===== src/logic/cvt_pkg.sv =====
// Package for the capture vertical timing register bank.
// Assumes an AHB-Lite host and one capture channel on hclk.
package cvt_pkg;
  localparam logic [7:0]  OFS_CFG_A      = 8'h00;
  localparam logic [7:0]  OFS_CFG_B      = 8'h04;
  localparam logic [7:0]  OFS_CFG_C      = 8'h08;
  localparam logic [7:0]  OFS_IMG_SIZE   = 8'h0C;
  localparam logic [7:0]  OFS_CTRL       = 8'h10;
  localparam logic [7:0]  OFS_STATUS     = 8'h14;
  localparam int          HI_LSB         = 16;
  localparam int          LO_LSB         = 0;
  localparam int          POS_W          = 12;
  localparam logic [11:0] POS_RESET      = 12'h000;
  localparam logic [11:0] LINE_FIRST     = 12'h001;
  localparam int          CTRL_INTERLACE = 0;
  localparam logic [1:0]  HTRANS_NONSEQ  = 2'h2;

  typedef struct packed {
    logic [11:0] top_field_start_marker;
    logic [11:0] second_line_marker;
    logic [11:0] third_line_marker;
    logic [11:0] bottom_field_start_marker;
    logic [11:0] fifth_line_marker;
    logic [11:0] sixth_line_marker;
    logic [11:0] vertical_line_count;
    logic        interlace_select;
  } cvt_cfg_t;

  typedef struct packed {
    logic        line_strobe;
    logic        frame_start;
    logic        field_bottom;
  } cvt_video_t;

  typedef struct packed {
    logic [11:0] line_number;
    logic [11:0] line_index;
    logic [5:0]  marker_hit;
    logic        in_image;
  } cvt_timing_t;

  typedef enum logic [1:0] {
    cvt_wait_frame,
    cvt_top_field,
    cvt_bottom_field
  } cvt_state_t;
endpackage


===== src/logic/cvt_top.sv =====
// Capture vertical timing configuration with a one-based line counter.
// Assumes AHB-Lite single word transfers and video strobes synchronous to hclk.
//
// Function
// [RL1] Line counter starts at one each frame
// [RL2] Written positions reach comparators without shadow
// [RL3] First marker in cfg_a bits 27-16
// [RL4] Second marker in cfg_a bits 11-0
// [RL5] Third marker in cfg_b bits 27-16
// [RL6] Bottom field marker used only when interlaced
// [RL7] Fifth marker honoured only when interlaced
// [RL8] Sixth marker honoured only when interlaced
// [RL9] Image size held in bits 11-0
// [RL10] Software programs image size per frame
// [RL11] Line index subtracts field start marker
// [RL12] Reserved bits read zero, writes ignored
//
// Design decisions made here: the AHB-Lite register port and the address map.
`timescale 1ns/1ns
module cvt_top
(
  input  wire logic                 hclk,
  input  wire logic                 hresetn,
  input  wire logic                 hsel,
  input  wire logic [7:0]           haddr,
  input  wire logic [1:0]           htrans,
  input  wire logic                 hwrite,
  input  wire logic [2:0]           hsize,
  input  wire logic [31:0]          hwdata,
  input  wire logic                 hready,
  output logic      [31:0]          hrdata,
  output logic                      hreadyout,
  output logic                      hresp,
  input  wire cvt_pkg::cvt_video_t  video,
  output cvt_pkg::cvt_timing_t      timing
);
  cvt_pkg::cvt_cfg_t   cfg;
  cvt_pkg::cvt_state_t state;
  cvt_pkg::cvt_state_t next_state;
  logic [11:0]         line_cnt;
  logic [11:0]         next_line_cnt;
  logic                wr_pend;
  logic [7:0]          wr_addr;

  function automatic logic [31:0] pack_pair(input logic [11:0] hi, input logic [11:0] lo);
    pack_pair = {4'h0, hi, 4'h0, lo}; // RL12
  endfunction

  function automatic logic [11:0] field12(input logic [31:0] w, input int lsb);
    field12 = w[lsb +: cvt_pkg::POS_W];
  endfunction

  // Bus decode; writes land in the data phase, so no wait states are needed
  wire       addr_phase = hsel && hready && (htrans == cvt_pkg::HTRANS_NONSEQ);
  wire       rd_start   = addr_phase && !hwrite;
  wire [31:0] rd_word   =
    (haddr == cvt_pkg::OFS_CFG_A)    ? pack_pair(cfg.top_field_start_marker, cfg.second_line_marker) :
    (haddr == cvt_pkg::OFS_CFG_B)    ? pack_pair(cfg.third_line_marker, cfg.bottom_field_start_marker) :
    (haddr == cvt_pkg::OFS_CFG_C)    ? pack_pair(cfg.fifth_line_marker, cfg.sixth_line_marker) :
    (haddr == cvt_pkg::OFS_IMG_SIZE) ? {20'h00000, cfg.vertical_line_count} : // RL9 RL12
    (haddr == cvt_pkg::OFS_CTRL)     ? {31'h0000000, cfg.interlace_select} :
    (haddr == cvt_pkg::OFS_STATUS)   ? {state == cvt_pkg::cvt_bottom_field, 3'h0, line_cnt, 4'h0, timing.line_index} :
    32'h00000000;

  assign hreadyout = 1'b1;
  assign hresp     = 1'b0;

  always_ff @(posedge hclk or negedge hresetn)
  begin
    if (!hresetn)
    begin
      wr_pend <= 1'b0;
      wr_addr <= 8'h00;
      hrdata  <= 32'h00000000;
    end
    else
    begin
      wr_pend <= addr_phase && hwrite;
      wr_addr <= haddr;
      if (rd_start)
        hrdata <= rd_word;
    end
  end

  // Direct write into the live configuration: comparators see it next cycle
  always_ff @(posedge hclk or negedge hresetn)
  begin
    if (!hresetn)
      cfg <= '0;
    else if (wr_pend)
    begin
      case (wr_addr)
        cvt_pkg::OFS_CFG_A:
        begin
          cfg.top_field_start_marker <= field12(hwdata, cvt_pkg::HI_LSB); // RL3 RL2
          cfg.second_line_marker     <= field12(hwdata, cvt_pkg::LO_LSB); // RL4
        end
        cvt_pkg::OFS_CFG_B:
        begin
          cfg.third_line_marker         <= field12(hwdata, cvt_pkg::HI_LSB); // RL5
          cfg.bottom_field_start_marker <= field12(hwdata, cvt_pkg::LO_LSB);
        end
        cvt_pkg::OFS_CFG_C:
        begin
          cfg.fifth_line_marker <= field12(hwdata, cvt_pkg::HI_LSB);
          cfg.sixth_line_marker <= field12(hwdata, cvt_pkg::LO_LSB);
        end
        cvt_pkg::OFS_IMG_SIZE: cfg.vertical_line_count <= field12(hwdata, cvt_pkg::LO_LSB); // RL9
        cvt_pkg::OFS_CTRL:     cfg.interlace_select <= hwdata[cvt_pkg::CTRL_INTERLACE];
        default:               cfg <= cfg;
      endcase
    end
  end

  // Field tracking; progressive pictures never enter the bottom field
  wire bottom_hit = cfg.interlace_select && video.field_bottom; // RL6

  always_comb
  begin
    next_state    = state;
    next_line_cnt = line_cnt;
    if (video.frame_start)
    begin
      next_state    = cvt_pkg::cvt_top_field;
      next_line_cnt = cvt_pkg::LINE_FIRST; // RL1
    end
    else if (video.line_strobe)
    begin
      next_line_cnt = line_cnt + 12'h001;
      case (state)
        cvt_pkg::cvt_wait_frame:   next_state = cvt_pkg::cvt_wait_frame;
        cvt_pkg::cvt_top_field:    next_state = bottom_hit ? cvt_pkg::cvt_bottom_field : cvt_pkg::cvt_top_field;
        cvt_pkg::cvt_bottom_field: next_state = cvt_pkg::cvt_bottom_field;
        default:                   next_state = cvt_pkg::cvt_wait_frame;
      endcase
    end
  end

  always_ff @(posedge hclk or negedge hresetn)
  begin
    if (!hresetn)
    begin
      state    <= cvt_pkg::cvt_wait_frame;
      line_cnt <= cvt_pkg::POS_RESET;
    end
    else
    begin
      state    <= next_state;
      line_cnt <= next_line_cnt;
    end
  end

  wire        ilace   = cfg.interlace_select;
  wire        in_btm  = state == cvt_pkg::cvt_bottom_field;
  wire [11:0] base    = in_btm ? cfg.bottom_field_start_marker : cfg.top_field_start_marker; // RL11
  wire [5:0]  hit_now =
  {
    ilace && (line_cnt == cfg.sixth_line_marker), // RL8
    ilace && (line_cnt == cfg.fifth_line_marker), // RL7
    ilace && (line_cnt == cfg.bottom_field_start_marker), // RL6
    line_cnt == cfg.third_line_marker, // RL5
    line_cnt == cfg.second_line_marker, // RL4
    line_cnt == cfg.top_field_start_marker // RL3
  };
  wire        active  = (state != cvt_pkg::cvt_wait_frame) && (line_cnt <= cfg.vertical_line_count);

  always_ff @(posedge hclk or negedge hresetn)
  begin
    if (!hresetn)
      timing <= '0;
    else
    begin
      timing.line_number <= line_cnt;
      timing.line_index  <= line_cnt - base; // RL11
      timing.marker_hit  <= (state == cvt_pkg::cvt_wait_frame) ? 6'h00 : hit_now; // RL2
      timing.in_image    <= active;
    end
  end

  chk_count_from_one: // RL1
    assert property (@(posedge hclk) disable iff (!hresetn) video.frame_start |=> line_cnt == 12'h001)
    else $error("line counter did not restart at one");
  chk_direct_cfg_a: // RL2
    assert property (@(posedge hclk) disable iff (!hresetn)
      wr_pend && wr_addr == cvt_pkg::OFS_CFG_A |=> cfg.top_field_start_marker == $past(hwdata[27:16]))
    else $error("cfg_a write not applied next cycle");
  chk_cfg_a_low: // RL4
    assert property (@(posedge hclk) disable iff (!hresetn)
      wr_pend && wr_addr == cvt_pkg::OFS_CFG_A |=> cfg.second_line_marker == $past(hwdata[11:0]))
    else $error("second marker not stored");
  chk_cfg_b_high: // RL5
    assert property (@(posedge hclk) disable iff (!hresetn)
      wr_pend && wr_addr == cvt_pkg::OFS_CFG_B |=> cfg.third_line_marker == $past(hwdata[27:16]))
    else $error("third marker not stored");
  chk_progressive_no_btm: // RL6
    assert property (@(posedge hclk) disable iff (!hresetn) !cfg.interlace_select |=> !timing.marker_hit[3])
    else $error("bottom marker hit in progressive mode");
  chk_fifth_gated: // RL7
    assert property (@(posedge hclk) disable iff (!hresetn) !cfg.interlace_select |=> !timing.marker_hit[4])
    else $error("fifth marker hit in progressive mode");
  chk_sixth_gated: // RL8
    assert property (@(posedge hclk) disable iff (!hresetn) !cfg.interlace_select |=> !timing.marker_hit[5])
    else $error("sixth marker hit in progressive mode");
  chk_size_readback: // RL9
    assert property (@(posedge hclk) disable iff (!hresetn)
      rd_start && haddr == cvt_pkg::OFS_IMG_SIZE |=> hrdata == {20'h00000, $past(cfg.vertical_line_count)})
    else $error("image size read back wrong");
  chk_top_index: // RL11
    assert property (@(posedge hclk) disable iff (!hresetn)
      state == cvt_pkg::cvt_top_field |=> timing.line_index == $past(line_cnt) - $past(cfg.top_field_start_marker))
    else $error("top field line index wrong");
  chk_reserved_zero: // RL12
    assert property (@(posedge hclk) disable iff (!hresetn)
      rd_start && haddr == cvt_pkg::OFS_CFG_C |=> hrdata[31:28] == 4'h0 && hrdata[15:12] == 4'h0)
    else $error("reserved bits not zero");

  // Storage of the remaining fields; only a write may move the live copy
  chk_cfg_b_low: // RL6
    assert property (@(posedge hclk) disable iff (!hresetn)
      wr_pend && wr_addr == cvt_pkg::OFS_CFG_B |=> cfg.bottom_field_start_marker == $past(hwdata[11:0]))
    else $error("bottom marker not stored");
  chk_cfg_c_high: // RL7
    assert property (@(posedge hclk) disable iff (!hresetn)
      wr_pend && wr_addr == cvt_pkg::OFS_CFG_C |=> cfg.fifth_line_marker == $past(hwdata[27:16]))
    else $error("fifth marker not stored");
  chk_cfg_c_low: // RL8
    assert property (@(posedge hclk) disable iff (!hresetn)
      wr_pend && wr_addr == cvt_pkg::OFS_CFG_C |=> cfg.sixth_line_marker == $past(hwdata[11:0]))
    else $error("sixth marker not stored");
  chk_size_write: // RL9
    assert property (@(posedge hclk) disable iff (!hresetn)
      wr_pend && wr_addr == cvt_pkg::OFS_IMG_SIZE |=> cfg.vertical_line_count == $past(hwdata[11:0]))
    else $error("image size not stored");
  chk_cfg_hold: // RL12
    assert property (@(posedge hclk) disable iff (!hresetn) !wr_pend |=> $stable(cfg))
    else $error("configuration changed without a write");
  chk_reserved_cfg_a: // RL12
    assert property (@(posedge hclk) disable iff (!hresetn)
      rd_start && haddr == cvt_pkg::OFS_CFG_A |=> hrdata[31:28] == 4'h0 && hrdata[15:12] == 4'h0)
    else $error("cfg_a reserved bits not zero");
  chk_reserved_cfg_b: // RL12
    assert property (@(posedge hclk) disable iff (!hresetn)
      rd_start && haddr == cvt_pkg::OFS_CFG_B |=> hrdata[31:28] == 4'h0 && hrdata[15:12] == 4'h0)
    else $error("cfg_b reserved bits not zero");

  // Counter and field tracking
  chk_frame_top: // RL1
    assert property (@(posedge hclk) disable iff (!hresetn) video.frame_start |=> state == cvt_pkg::cvt_top_field)
    else $error("frame start did not enter the top field");
  chk_line_step: // RL1
    assert property (@(posedge hclk) disable iff (!hresetn)
      video.line_strobe && !video.frame_start |=> line_cnt == $past(line_cnt) + 12'h001)
    else $error("line counter did not advance by one");
  chk_status_line: // RL1
    assert property (@(posedge hclk) disable iff (!hresetn)
      rd_start && haddr == cvt_pkg::OFS_STATUS |=> hrdata[27:16] == $past(line_cnt))
    else $error("status line number wrong");
  chk_progressive_top: // RL6
    assert property (@(posedge hclk) disable iff (!hresetn)
      !cfg.interlace_select && state == cvt_pkg::cvt_top_field |=> state != cvt_pkg::cvt_bottom_field)
    else $error("progressive picture entered the bottom field");
  chk_btm_index: // RL11
    assert property (@(posedge hclk) disable iff (!hresetn)
      state == cvt_pkg::cvt_bottom_field |=>
        timing.line_index == $past(line_cnt) - $past(cfg.bottom_field_start_marker))
    else $error("bottom field line index wrong");

  // Marker and image size comparators, the interlaced-only markers gated by the mode
  chk_top_hit: // RL3
    assert property (@(posedge hclk) disable iff (!hresetn)
      state != cvt_pkg::cvt_wait_frame && line_cnt == cfg.top_field_start_marker |=> timing.marker_hit[0])
    else $error("first marker missed");
  chk_second_hit: // RL4
    assert property (@(posedge hclk) disable iff (!hresetn)
      state != cvt_pkg::cvt_wait_frame && line_cnt == cfg.second_line_marker |=> timing.marker_hit[1])
    else $error("second marker missed");
  chk_third_hit: // RL5
    assert property (@(posedge hclk) disable iff (!hresetn)
      state != cvt_pkg::cvt_wait_frame && line_cnt == cfg.third_line_marker |=> timing.marker_hit[2])
    else $error("third marker missed");
  chk_btm_hit: // RL6
    assert property (@(posedge hclk) disable iff (!hresetn)
      ilace && state != cvt_pkg::cvt_wait_frame && line_cnt == cfg.bottom_field_start_marker
        |=> timing.marker_hit[3])
    else $error("bottom marker missed when interlaced");
  chk_fifth_hit: // RL7
    assert property (@(posedge hclk) disable iff (!hresetn)
      ilace && state != cvt_pkg::cvt_wait_frame && line_cnt == cfg.fifth_line_marker |=> timing.marker_hit[4])
    else $error("fifth marker missed when interlaced");
  chk_sixth_hit: // RL8
    assert property (@(posedge hclk) disable iff (!hresetn)
      ilace && state != cvt_pkg::cvt_wait_frame && line_cnt == cfg.sixth_line_marker |=> timing.marker_hit[5])
    else $error("sixth marker missed when interlaced");
  chk_idle_quiet: // RL1
    assert property (@(posedge hclk) disable iff (!hresetn)
      state == cvt_pkg::cvt_wait_frame |=> timing.marker_hit == 6'h00)
    else $error("marker hit before any frame start");
  chk_image_in: // RL9
    assert property (@(posedge hclk) disable iff (!hresetn)
      state != cvt_pkg::cvt_wait_frame && line_cnt <= cfg.vertical_line_count |=> timing.in_image)
    else $error("line inside the image not flagged");
  chk_image_out: // RL9
    assert property (@(posedge hclk) disable iff (!hresetn)
      line_cnt > cfg.vertical_line_count |=> !timing.in_image)
    else $error("line beyond the image flagged");

  cov_bottom_field: cover property (@(posedge hclk) disable iff (!hresetn) state == cvt_pkg::cvt_bottom_field);
  cov_first_hit:    cover property (@(posedge hclk) disable iff (!hresetn) timing.marker_hit[0]);
  cov_cfg_write:    cover property (@(posedge hclk) disable iff (!hresetn) wr_pend);
  cov_bottom_hit:   cover property (@(posedge hclk) disable iff (!hresetn) timing.marker_hit[3]);
  cov_past_image:   cover property (@(posedge hclk) disable iff (!hresetn) line_cnt > cfg.vertical_line_count);
endmodule


===== config.mk =====
export PLATFORM = sky130hd
export DESIGN_NAME = cvt_top
export DESIGN_NICKNAME = d
export VERILOG_FILES = /design/src/logic/cvt_pkg.sv /design/src/logic/cvt_top.sv
export SDC_FILE = /design/constraint.sdc
export NUM_CORES = 1
export LEC_CHECK = 0
export BUFFER_PORTS_ARGS = -buffer_cell sky130_fd_sc_hd__buf_2
export CAP_MARGIN = 25
export CORE_MARGIN = 4
export CORE_UTILIZATION = 36
export CTS_CLUSTER_SIZE = 24
export DETAILED_ROUTE_END_ITERATION = 8
export PLACE_DENSITY = 0.61
export SLEW_MARGIN = 20
export SYNTH_ARGS = -nofsm -noshare
export SYNTH_HDL_FRONTEND = slang
export SYNTH_SLANG_ARGS = --single-unit
export TNS_END_PERCENT = 5

===== constraint.sdc =====
create_clock -name hclk -period 3.4 [get_ports hclk]
set_input_delay 0 -clock hclk [delete_from_list [all_inputs] [get_ports hclk]]
set_output_delay 0 -clock hclk [all_outputs]
set_load 0.05 [all_outputs]

# Word-level counts from Yosys, hierarchy flattened

Index checks and enable logic that the tools add are counted.

Add/subtract/negate cells: 2
Order comparisons: 1
Eq/ne operators: 18
Mux-type cells: 14
Reductions and logical operators: 20

Operators with widths:

| operator                | count |
|---|---|
| $mux W32                | 6 |
| $eq A12 B12 Y1          | 6 |
| $mux W12                | 3 |
| $eq A8 B4 Y1 const B    | 4 |
| $eq A8 B5 Y1 const B    | 3 |
| $eq A8 B3 Y1 const B    | 2 |
| $logic_not A8 Y1        | 2 |
| $add A12 B1 Y12 const B | 1 |
| $le A12 B12 Y1          | 1 |
| $sub A12 B12 Y12        | 1 |
| $reduce_and A2 Y1       | 5 |
| $logic_and A1 B1 Y1     | 9 |
| $mux W2                 | 3 |
| $mux W6                 | 1 |
| $eq A2 B2 Y1 const B    | 2 |
| $pmux W2 S2             | 1 |
| $reduce_bool A2 Y1      | 2 |
| $eq A2 B1 Y1 const B    | 1 |
| $logic_not A2 Y1        | 1 |
| $logic_not A1 Y1        | 1 |

Flip-flop bits (word level): 171
Input port bits: 53
Output and inout port bits: 65
Logic and storage cells: 72

# Longest topological paths before layout

Gate-level depths: netlist (run 1).

Depth after elaboration: 7
Depth in mapped cells: 11
Gate-level depth less buffers: 10

# Worst setup path before layout (run 1)

OpenSTA, ideal clock, no wires.

Kind: register to register
Start: register state[0]
End: register timing[17] (netlist bit)
Library setup time: 0.131 ns
Arrival time: 2.724 ns
Required time: 3.269 ns
Setup slack: 0.545 ns
Stages on the path, launching flop included: 12
Buffers on the path: 2
Period minus slack after synthesis: 2.855 ns
Cell sequence: dfrtp_1 > inv_1 > ha_1 > clkbuf_1 > buf_1 > mux2i_1 > ha_1 > nor2b_1 > o31a_1 > nor4b_1 > o21ai_0 > xor2_1

Longest elaborated chain between the ends: 3

Ends and longest elaborated chain:

| what                   | RTL line       | RTL |
|---|---|---|
| start, declared        | cvt_top.sv:38  | `cvt_pkg::cvt_state_t state;` |
| start signal, assigned | cvt_top.sv:143 | `state <= cvt_pkg::cvt_wait_frame;` |
| start signal, assigned | cvt_top.sv:148 | `state <= next_state;` |
| $eq A2 B2 Y1           | cvt_top.sv:154 | `wire in_btm = state == cvt_pkg::cvt_bottom_field;` |
| $mux W12               | cvt_top.sv:155 | `wire [11:0] base = in_btm ? cfg.bottom_field_start_marker : cfg.top_field_start_marker;` |
| $sub A12 B12 Y12       | cvt_top.sv:174 | `timing.line_index <= line_cnt - base;` |
| end, declared          | cvt_top.sv:35  | `output cvt_pkg::cvt_timing_t timing` |

No other way between the ends.
A chain may end at the register's enable or synchronous reset.

# Worst setup path after layout (run 1)

Ends and elaborated chain as after synthesis.

==> results.py, run 1 <==
metrics = {
    "die": {
        "initial_core_util_pct": 36.7,
        "die_w_um": 163,
        "core_um2": 23500,
        "die_h_um": 163,
        "die-area_um2": 26400,
        "rows": 56,
        "ios": 118,
    },
    "global_route": {
        "grt_pass1_vias": 6474,
        "antenna_found_initial": 0,
        "grt_util_met1_pct": 26.4,
        "grt_pass1_wl_um": 38200,
        "grt_most_used_layer": "met2",
        "use_met3_pct": 3.75,
        "grt_usage_pct": 18.8,
        "overflow": 0,
        "met2_usage_pct": 29.7,
        "grt_max_degree": 85,
    },
    "timing": {
        "tns_ns": 0,
        "rsz0062_at_grt": "false",
        "setup_viol": 0,
        "tightest_slew_ns": 0.815,
        "holdWs_ns": 0.0158,
        "slew_headroom_pct": 45.7,
        "final_hold_viol_count": 0,
        "fin_ws_ns": 0.583,
        "slew_violations": 0,
        "min_period_over_period_pct": 82.9,
        "clock.fmax_ghz": 0.355,
        "skew_ns": 0.0106,
        "min_period_ns": 2.82,
    },
    "outcome": {
        "status": "finished, final reports clean",
    },
    "route": {
        "drtIter0Drc": 399,
        "num_vias": 6353,
        "ant_nets": 0,
        "wl_per_cell_um": 19.6,
        "drt_wl_total_um": 24300,
        "viasPerCell": 5.14,
        "dr.pass1.iters": 5,
        "route.detailed.drc": 0,
    },
    "logic_synthesis": {
        "synth-seq-cells": 164,
        "ys_warn_count": 0,
        "synth-edff-count": 0,
        "ys_seq_area_share_pct": 47.7,
        "synth.area.top_cells": "dfrtp_1 48%, mux2_2 11%, xnor2_1 5.3%",
        "synth_top_cell_area_share_pct": 47.7,
        "synth_area_leader_cell": "dfrtp_1",
        "synth_cell_types": 52,
        "synth_ff_type": "dfrtp_1",
        "mappedNetlistArea_um2": 8610,
        "synthArstFlopShare_pct": 100,
        "synthCells": 777,
        "syn_avg_cell_area_um2": 11.1,
    },
    "placed_design": {
        "routabilityCongestion": 0.877,
        "post-place-ws_ns": 0.566,
        "dp_hpwl_um": 17300,
        "placed_cells": 1166,
        "portBuffers": 97,
    },
    "critical_path": {
        "max_stage_delay_ns": 0.40,
        "path_cells": "inv_1, ha_1, buf_4, mux2i_1, ha_1, nor2b_1, o31a_1, nor4b_1, o21ai_0, xor2_1",
        "end_kind": "flip-flop",
        "reg2reg_from": "state[0]",
        "rrSetupSlack_ns": 0.58,
        "critPathMostFrequentCell": "ha_1",
        "crit_path_start": "state[0]",
        "rr_endpoint": "timing[17]",
        "crit_path_top_delay_cell": "dfrtp_1",
        "rr_worst_depth": 10,
        "critPathKind": "reg2reg",
        "cp_max_fo": 9,
        "arrival_ns": 3.13,
        "endpoint": "timing[17]",
        "cp.required_ns": 3.71,
        "critPathLaunchType": "flip-flop",
    },
    "clocking": {
        "clkSinkCount": 164,
        "worstSkewPairLatency_ns": 0.44,
        "numCtsBuffers": 17,
        "cts.clk_slew.worst_paths_ns": 0.06,
        "ctsResizeCount": 0,
        "post-cts-setup-buffers": 0,
        "cts_hold_buffers": 38,
        "cts_tree": "done",
        "ctsRootBufferMaster": "clkbuf_16",
        "htree_num_levels": 4,
        "clk_path_buf_depth": 2,
    },
    "pwr": {
        "p_leak_nw": 4.90,
        "irDropWorstVdd_mv": 0.233,
        "powerDensity_nw_per_um2": 491,
        "total_power_w": 0.00513,
    },
    "final_layout": {
        "layoutNonFillerInstCount": 1237,
        "multi_input_area_um2": 4180,
        "nets": 986,
        "n_antenna_cell": 0,
        "fillers": 2237,
        "drive_above_1_share_pct": 26.5,
        "seq_area_um2": 4100,
        "area_growth_pct": 21.5,
    },
    "hold_path": {
        "worst_hold_path_type": "in2reg",
    },
    "run": {
        "maxCapViolCount": 0,
    },
}
## layer usage
metal	vias to the layer above	wire length [um]
li1	2976	-
met1	3155	11300
met2	195	11300
met3	27	1340
met4	0	380
met5	-	0
## final cells by class
cell class                      instances  area share, %
Tap cell                              319           3.82
Timing Repair Buffer                  156           9.97
Multi-Input combinational cell        544           39.9
Clock inverter                         12           1.94
Inverter                               22          0.790
Sequential cell                       164           39.3
Clock buffer                           20           4.27
## critical path: cells and delay by family (launching register included)
family / cells / cell delay, ns
fa+ha+maj: 2 / 0.58
simple gates: 2 / 0.54
compound gates: 2 / 0.45
flops: 1 / 0.40
buf+inv: 2 / 0.35
mux: 1 / 0.21
xor+xnor: 1 / 0.16
## synth_stat cells (all sizes together), types with 5 or more instances
cell type,number
dfrtp,164
mux2,87
nor2,78
xnor2,52
xor2,39
nand2,37
mux2i,34
clkbuf,32
o21ai,31
ha,27
buf,22
inv,21
nand4,17
nor4,13
a21oi,12
a221oi,12
a31oi,11
a211oi,10
nor2b,10
o31ai,10
nand3,7
a21o,6
and3,5
nand2b,5
## state kept, by name (all words and copies together) (netlist names)
name / flops
line_cnt: 12
wr_pend: 1
hrdata: 25
wr_addr: 8
cfg: 84
ilace: 1
timing: 31
state: 2
## how the worst min path moves through the flow
| stage | depth (start not counted) | startpoint | end | slack, ns |
|---|---|---|---|---|
| 2_1_floorplan | 0 | hresetn | cfg[10] | -0.30 |
| 3_3_place_gp | 1 | haddr[7] | wr_addr[7] | 0.12 |
| 3_5_place_dp | 1 | hresetn | hrdata[16] | 0.13 |
| 4_1_cts | 1 | haddr[4] | wr_addr[4] | 0.005 |
| 5_1_grt | 1 | haddr[4] | wr_addr[4] | 0.01 |
| 6_report | 1 | haddr[4] | wr_addr[4] | 0.02 |
## per-stage QoR
step,area [um^2],util [%]
global route,10500,44.5
global placement,9420,40.1
finish,10500,44.5
CTS,10400,44.5
floorplan,8630,-
detailed placement,9420,40.1
## layout by cell type (no fill, tap or decap), types with 10 or more instances in the layout
cell / count
mux2i_1: 34
dfrtp_1: 164
nor2_1: 78
a221oi_1: 12
xnor2_1: 52
mux2_2: 87
nand2_1: 37
buf_4: 20
nor2b_1: 10
nor4_1: 12
a21oi_1: 12
xor2_1: 39
ha_1: 27
o31ai_1: 10
inv_1: 21
a211oi_1: 10
buf_2: 96
o21ai_0: 31
nand4_1: 17
clkbuf_16: 17
dlygate4sd3_1: 38
a31oi_1: 11
## power breakdown
part,internal [W],switching [W]
clock,0.00133,0.000816
sequential,0.00206,0.000107
combinational,0.000263,0.000550
## kinds of logic after synthesis
logic type | count (synthesis) | share of synthesized area (%)
AO/OA/AOI/OAI | 105 | 8.04
XOR/XNOR | 91 | 9.26
adder cells (fa/ha/maj) | 28 | 4.16
buffers and inverters | 76 | 4.17
flip-flops | 164 | 47.7
multiplexers | 123 | 15.9
other | 2 | 0.0873
AND/OR/NAND/NOR | 188 | 10.7
(Power assumes the default switching activity.)
==> run 2: changes to the inputs <==
Clock period 3.4 ns to 2.6 ns, I/O delays scaled along.
==> run 2 against run 1 <==
  * Die area did not move
  * Count of clock-buffer cells in the layout rose by 3
  * Critical path depth rose by 1
  * Total power rose by 26%
  * Cell count rose by 1.7%
  * Worst setup slack got worse by 0.48 ns
  * Core utilization rose by 0.55 points
  * Largest cell class unchanged
==> results.py, run 2 (synthesis results as in run 1) <==
metrics = {
    "critical_path": {
        "cp_max_fo": 2,
        "critPathLaunchType": "flip-flop",
        "arrival_ns": 2.84,
        "cp.required_ns": 2.94,
        "critPathKind": "reg2reg",
        "critPathTopFamily": "adder cells",
        "max_stage_delay_ns": 0.39,
        "path_cells": "inv_2, ha_2, mux2_2, ha_2, fa_2, nor2b_2, o31a_1, nor4b_2, buf_4, o21ai_2, xor2_1",
        "worst-path-buf-inv": 2,
        "crit_path_top_delay_cell": "dfrtp_1",
        "end_kind": "flip-flop",
        "critPathMostFrequentCell": "ha_2",
    },
    "die": {
        "ios": 118,
        "initial_core_util_pct": 36.7,
        "rows": 56,
        "die-area_um2": 26400,
        "die_h_um": 163,
        "die_w_um": 163,
        "core_um2": 23500,
    },
    "timing": {
        "setup_viol": 0,
        "slew_headroom_pct": 35.3,
        "min_period_ns": 2.50,
        "clock.fmax_ghz": 0.401,
        "holdWs_ns": 0.103,
        "min_period_over_period_pct": 96.0,
        "fin_ws_ns": 0.104,
        "skew_ns": 0.0122,
        "final_hold_viol_count": 0,
        "tightest_slew_ns": 0.971,
        "tns_ns": 0,
        "slew_violations": 0,
    },
    "global_route": {
        "grt_max_degree": 58,
        "grt_usage_pct": 19.2,
        "grt_pass1_vias": 6560,
        "antenna_found_initial": 0,
        "grt_pass1_wl_um": 38900,
        "overflow": 0,
    },
    "final_layout": {
        "drive_above_1_share_pct": 29.1,
        "most-common-layout-cells": "164 x dfrtp_1, 96 x buf_2, 87 x mux2_2, 78 x nor2_1, 52 x xnor2_1",
        "regMostFlops": "cfg",
        "layout_commonest_cell": "dfrtp_1",
        "finalCoreUtilization_pct": 45.1,
        "layoutNonFillerInstCount": 1258,
        "n_antenna_cell": 0,
        "area_growth_pct": 23.0,
        "reg_top3": "cfg x84, timing x31, hrdata x25",
        "nets": 1007,
        "largest_reg_flops": 84,
    },
    "pwr": {
        "powerDensity_nw_per_um2": 610,
        "p_int_w": 0.00450,
        "power_frac_clock_pct": 38.9,
        "switchingPower_w": 0.00195,
        "seqPwrFrac_pct": 43.9,
        "swShare_pct": 30.3,
        "p_leak_nw": 4.97,
        "p_comb_share_pct": 17.2,
        "irDropWorstVdd_mv": 0.351,
    },
    "placed_design": {
        "portBuffers": 97,
        "placed_cells": 1187,
        "routabilityCongestion": 0.869,
        "post-place-ws_ns": -0.0189,
        "dp_hpwl_um": 17800,
    },
    "clocking": {
        "cts.clk_slew.worst_paths_ns": 0.07,
        "clk_path_buf_depth": 2,
        "clkSinkCount": 164,
        "ctsRootBufferMaster": "clkbuf_16",
        "numCtsBuffers": 17,
        "cts_tree": "done",
        "htree_num_levels": 4,
        "worstSkewPairLatency_ns": 0.44,
    },
    "route": {
        "viasPerCell": 5.12,
        "drtIter0Drc": 329,
        "wl_per_cell_um": 19.8,
        "drt_wl_total_um": 24900,
        "top_layer": "met4",
        "dr.pass1.iters": 5,
        "drt-met1-wl_um": 11500,
        "num_vias": 6436,
        "met3_length_um": 1250,
        "dr_wl_met2_um": 11700,
        "route.detailed.drc": 0,
        "ant_nets": 0,
    },
    "outcome": {
        "status": "finished, final reports clean",
    },
    "hold_path": {
        "worst_hold_path_type": "in2async",
    },
    "run": {
        "maxCapViolCount": 0,
    },
}
run 2: cell type report:
type	instances	area [um^2]
clock buffer	23	488
clock inverter	9	96.3
fill	2233	12900
inverter	22	82.6
multi-input combinational	544	4210
sequential	164	4100
tap	319	399
timing repair buffer	177	1200
run 2: metal layers:
| layer | global-route usage [%] | vias to the layer above |
|---|---|---|
| met2 | 30.8 | 182 |
| met5 | 0 | - |
| li1 | - | 3017 |
| met4 | 6.33 | 0 |
| met3 | 3.47 | 26 |
| met1 | 26.4 | 3211 |
run 2: final timing paths:
path	start	to	slack, ns	cells after the start
worst max-delay path	state[0]	timing[17]	0.10	11
worst min-delay path	hresetn	hrdata[19]	0.10	2
worst max register to register	state[0]	timing[17]	0.10	11
worst min register to register	hrdata[31]	hrdata[31]	0.47	2
max in group asynchronous	hresetn	timing[27]	1.74	3
min in group hclk	haddr[2]	wr_addr[2]	0.12	2
run 2: worst reg2reg max path: stages, from the launching register on:
cell and delay, ns:
dfrtp_1 0.39, inv_2 0.07, ha_2 0.17, mux2_2 0.33
ha_2 0.19, fa_2 0.37, nor2b_2 0.14, o31a_1 0.21
nor4b_2 0.07, buf_4 0.14, o21ai_2 0.13, xor2_1 0.19
run 2: timing repair:
item | CTS | global route
setup buffers | 0 | 1
hold buffers | 38 | 0
gates resized for setup | 2 | 9
endpoints found under the hold margin | 161 | 0
setup endpoints to repair | 1 | 6
pin swaps | 2 | 3
cloned | 0 | 0
run 2: per-stage QoR:
stage               total power (W)  area [um^2]
floorplan                   0.00356         8640
global placement            0.00392         9570
detailed placement          0.00393         9570
CTS                         0.00649        10500
global route                0.00672        10600
finish                      0.00646        10600
run 2: power by group through the flow:
stage | clock [W] | combinational (W) | sequential [W]
floorplan | 0 | 0.000418 | 0.00314
global placement | 0 | 0.00105 | 0.00288
detailed placement | 0 | 0.00105 | 0.00288
CTS | 0.00255 | 0.00110 | 0.00283
global route | 0.00266 | 0.00120 | 0.00285
finish | 0.00251 | 0.00111 | 0.00283
==> run 3: changes to the inputs <==
Settings changed: BUFFER_PORTS_ARGS -buffer_cell sky130_fd_sc_hd__buf_2 to default, DONT_BUFFER_PORTS from default to 1, PLACE_DENSITY 0.61 to 0.57.
==> run 3 against run 2 <==
  * The flow now finishes with violations (hold timing)
  * Count of clock-buffer cells in the layout is 4 lower
  * Sequential share of layout area is 1.9 points higher
  * Sequential power is 11% higher
  * Largest power group unchanged
==> results.py, run 3 (synthesis results as in run 1) <==
metrics = {
    "pwr": {
        "total_power_w": 0.00638,
        "irDropWorstVdd_mv": 0.332,
        "powerDensity_nw_per_um2": 633,
        "p_int_w": 0.00446,
        "swShare_pct": 30.2,
        "p_comb_share_pct": 9.6,
        "power_frac_clock_pct": 41.1,
        "switchingPower_w": 0.00193,
        "p_leak_nw": 4.52,
        "seqPwrFrac_pct": 49.3,
    },
    "global_route": {
        "grt_pass1_vias": 6263,
        "grt_max_degree": 165,
        "grt_pass1_wl_um": 39300,
        "overflow": 0,
        "antenna_found_initial": 0,
        "grt_usage_pct": 19.7,
    },
    "clocking": {
        "worstSkewPairLatency_ns": 0.44,
        "clkSinkCount": 164,
        "cts_tree": "done",
        "numCtsBuffers": 17,
        "clk_path_buf_depth": 2,
        "cts.clk_slew.worst_paths_ns": 0.07,
        "cts_hold_buffers": 40,
        "htree_num_levels": 4,
        "ctsRootBufferMaster": "clkbuf_16",
    },
    "outcome": {
        "violations": "hold timing",
        "status": "finished with violations",
    },
    "critical_path": {
        "arrival_ns": 2.80,
        "critPathLaunchType": "flip-flop",
        "rr_worst_depth": 11,
        "critPathKind": "reg2reg",
        "cp.required_ns": 2.94,
        "end_kind": "flip-flop",
        "cp_max_fo": 5,
    },
    "timing": {
        "slew_headroom_pct": 30.2,
        "skew_ns": 0.0105,
        "rsz0062_at_grt": "false",
        "fin_ws_ns": 0.144,
        "holdWs_ns": -0.737,
        "final_hold_viol_count": 164,
        "min_period_ns": 2.46,
        "min_period_over_period_pct": 94.4,
        "setup_viol": 0,
        "slew_violations": 0,
        "tightest_slew_ns": 1.05,
        "clock.fmax_ghz": 0.407,
    },
    "placed_design": {
        "dp_hpwl_um": 17300,
        "placed_area_um2": 9010,
        "routabilityCongestion": 0.867,
        "portBuffers": 0,
        "post-place-ws_ns": -0.00720,
    },
    "final_layout": {
        "area_growth_pct": 17.2,
        "largest_reg_flops": 84,
        "layout_commonest_cell": "dfrtp_1",
        "nets": 903,
        "final_area_um2": 10100,
        "most-common-layout-cells": "164 x dfrtp_1, 87 x mux2_2, 78 x nor2_1, 52 x xnor2_1, 39 x xor2_1",
        "drive_above_1_share_pct": 20.4,
        "regMostFlops": "cfg",
        "finalCoreUtilization_pct": 43.0,
        "reg_top3": "cfg x84, timing x31, hrdata x25",
        "n_antenna_cell": 0,
    },
    "die": {
        "die_w_um": 163,
        "core_um2": 23500,
        "die-area_um2": 26400,
        "die_h_um": 163,
        "rows": 56,
        "initial_core_util_pct": 36.7,
        "ios": 118,
    },
    "route": {
        "drt-met1-wl_um": 11300,
        "top_layer": "met4",
        "wl_per_cell_um": 22.2,
        "drtIter0Drc": 486,
        "ant_nets": 0,
        "drt_wl_total_um": 25600,
        "dr.pass1.iters": 5,
        "met3_length_um": 1680,
        "num_vias": 6191,
        "viasPerCell": 5.36,
        "route.detailed.drc": 0,
        "dr_wl_met2_um": 12000,
    },
    "hold_path": {
        "worst_hold_path_type": "in2async",
    },
    "run": {
        "maxCapViolCount": 0,
    },
}
==> run 3: cell types whose count changed in the layout (fill, tap and decap cells not counted), moves of 2 or more <==
cell,delta
buf_2,-96
clkbuf_1,-2
clkinv_4,-2
clkinv_2,+2
inv_6,+2
buf_4,-9
clkbuf_8,-2
buf_12,+3
==> run 3: worst paths after layout <==
path	start	end	slack, ns
setup / recovery	state[0]	timing[18]	0.14
hold / removal	hresetn	wr_addr[5]	-0.74
setup reg to reg	state[0]	timing[18]	0.14
hold reg to reg	line_cnt[8]	timing[27]	0.50
max in group asynchronous	hresetn	cfg[65]	2.91
min in group hclk	haddr[3]	hrdata[20]	0
==> run 3: through the flow <==
step / setup TNS, ns / cells
after CTS: 0 / 1153
after detailed placement: -0.00720 / 1080
final: 0 / 1154
after global routing: 0 / 1154
after global placement: 0 / 1079
after floorplan: 0 / 784
==> run 3: worst max-delay path, cell delays in order (launching register included) <==
cell and delay (ns):
dfrtp_1 0.39, inv_1 0.09, ha_2 0.20, buf_4 0.15, mux2i_1 0.20, ha_1 0.27, buf_4 0.16, a21o_1 0.17
a21oi_1 0.23, a21o_1 0.17, nand2_1 0.07, a311oi_1 0.26
==> run 3: final cells by class <==
class                   count  area [um^2]
inverters                  22         82.6
flip-flops and latches    164         4100
clock buffers              19          453
fillers                  2222        13400
well taps                 319          399
multi-input cells         544         4200
repair buffers             73          694
clock inverters            13          148
==> run 3: power groups by stage <==
stage | clock [W] | combinational [W] | sequential, W
6_report | 0.00262 | 0.000613 | 0.00315
5_1_grt | 0.00277 | 0.000673 | 0.00317
4_1_cts | 0.00266 | 0.000606 | 0.00315
3_5_place_dp | 0 | 0.000491 | 0.00320
3_3_place_gp | 0 | 0.000486 | 0.00320
2_1_floorplan | 0 | 0.000418 | 0.00314
==> run 3: routing by layer <==
metal	global-route usage (%)	vias to the layer above
met3	4.45	41
li1	-	2809
met1	26.5	3136
met5	0	-
met2	31.6	205
met4	6.40	0
==> run 3: repair_timing <==
item	CTS	global route
gates resized for setup	1	8
setup buffers	1	1
gates cloned	0	0
setup endpoints to repair	1	4
pin swaps	1	2
endpoints found under the hold margin	297	164
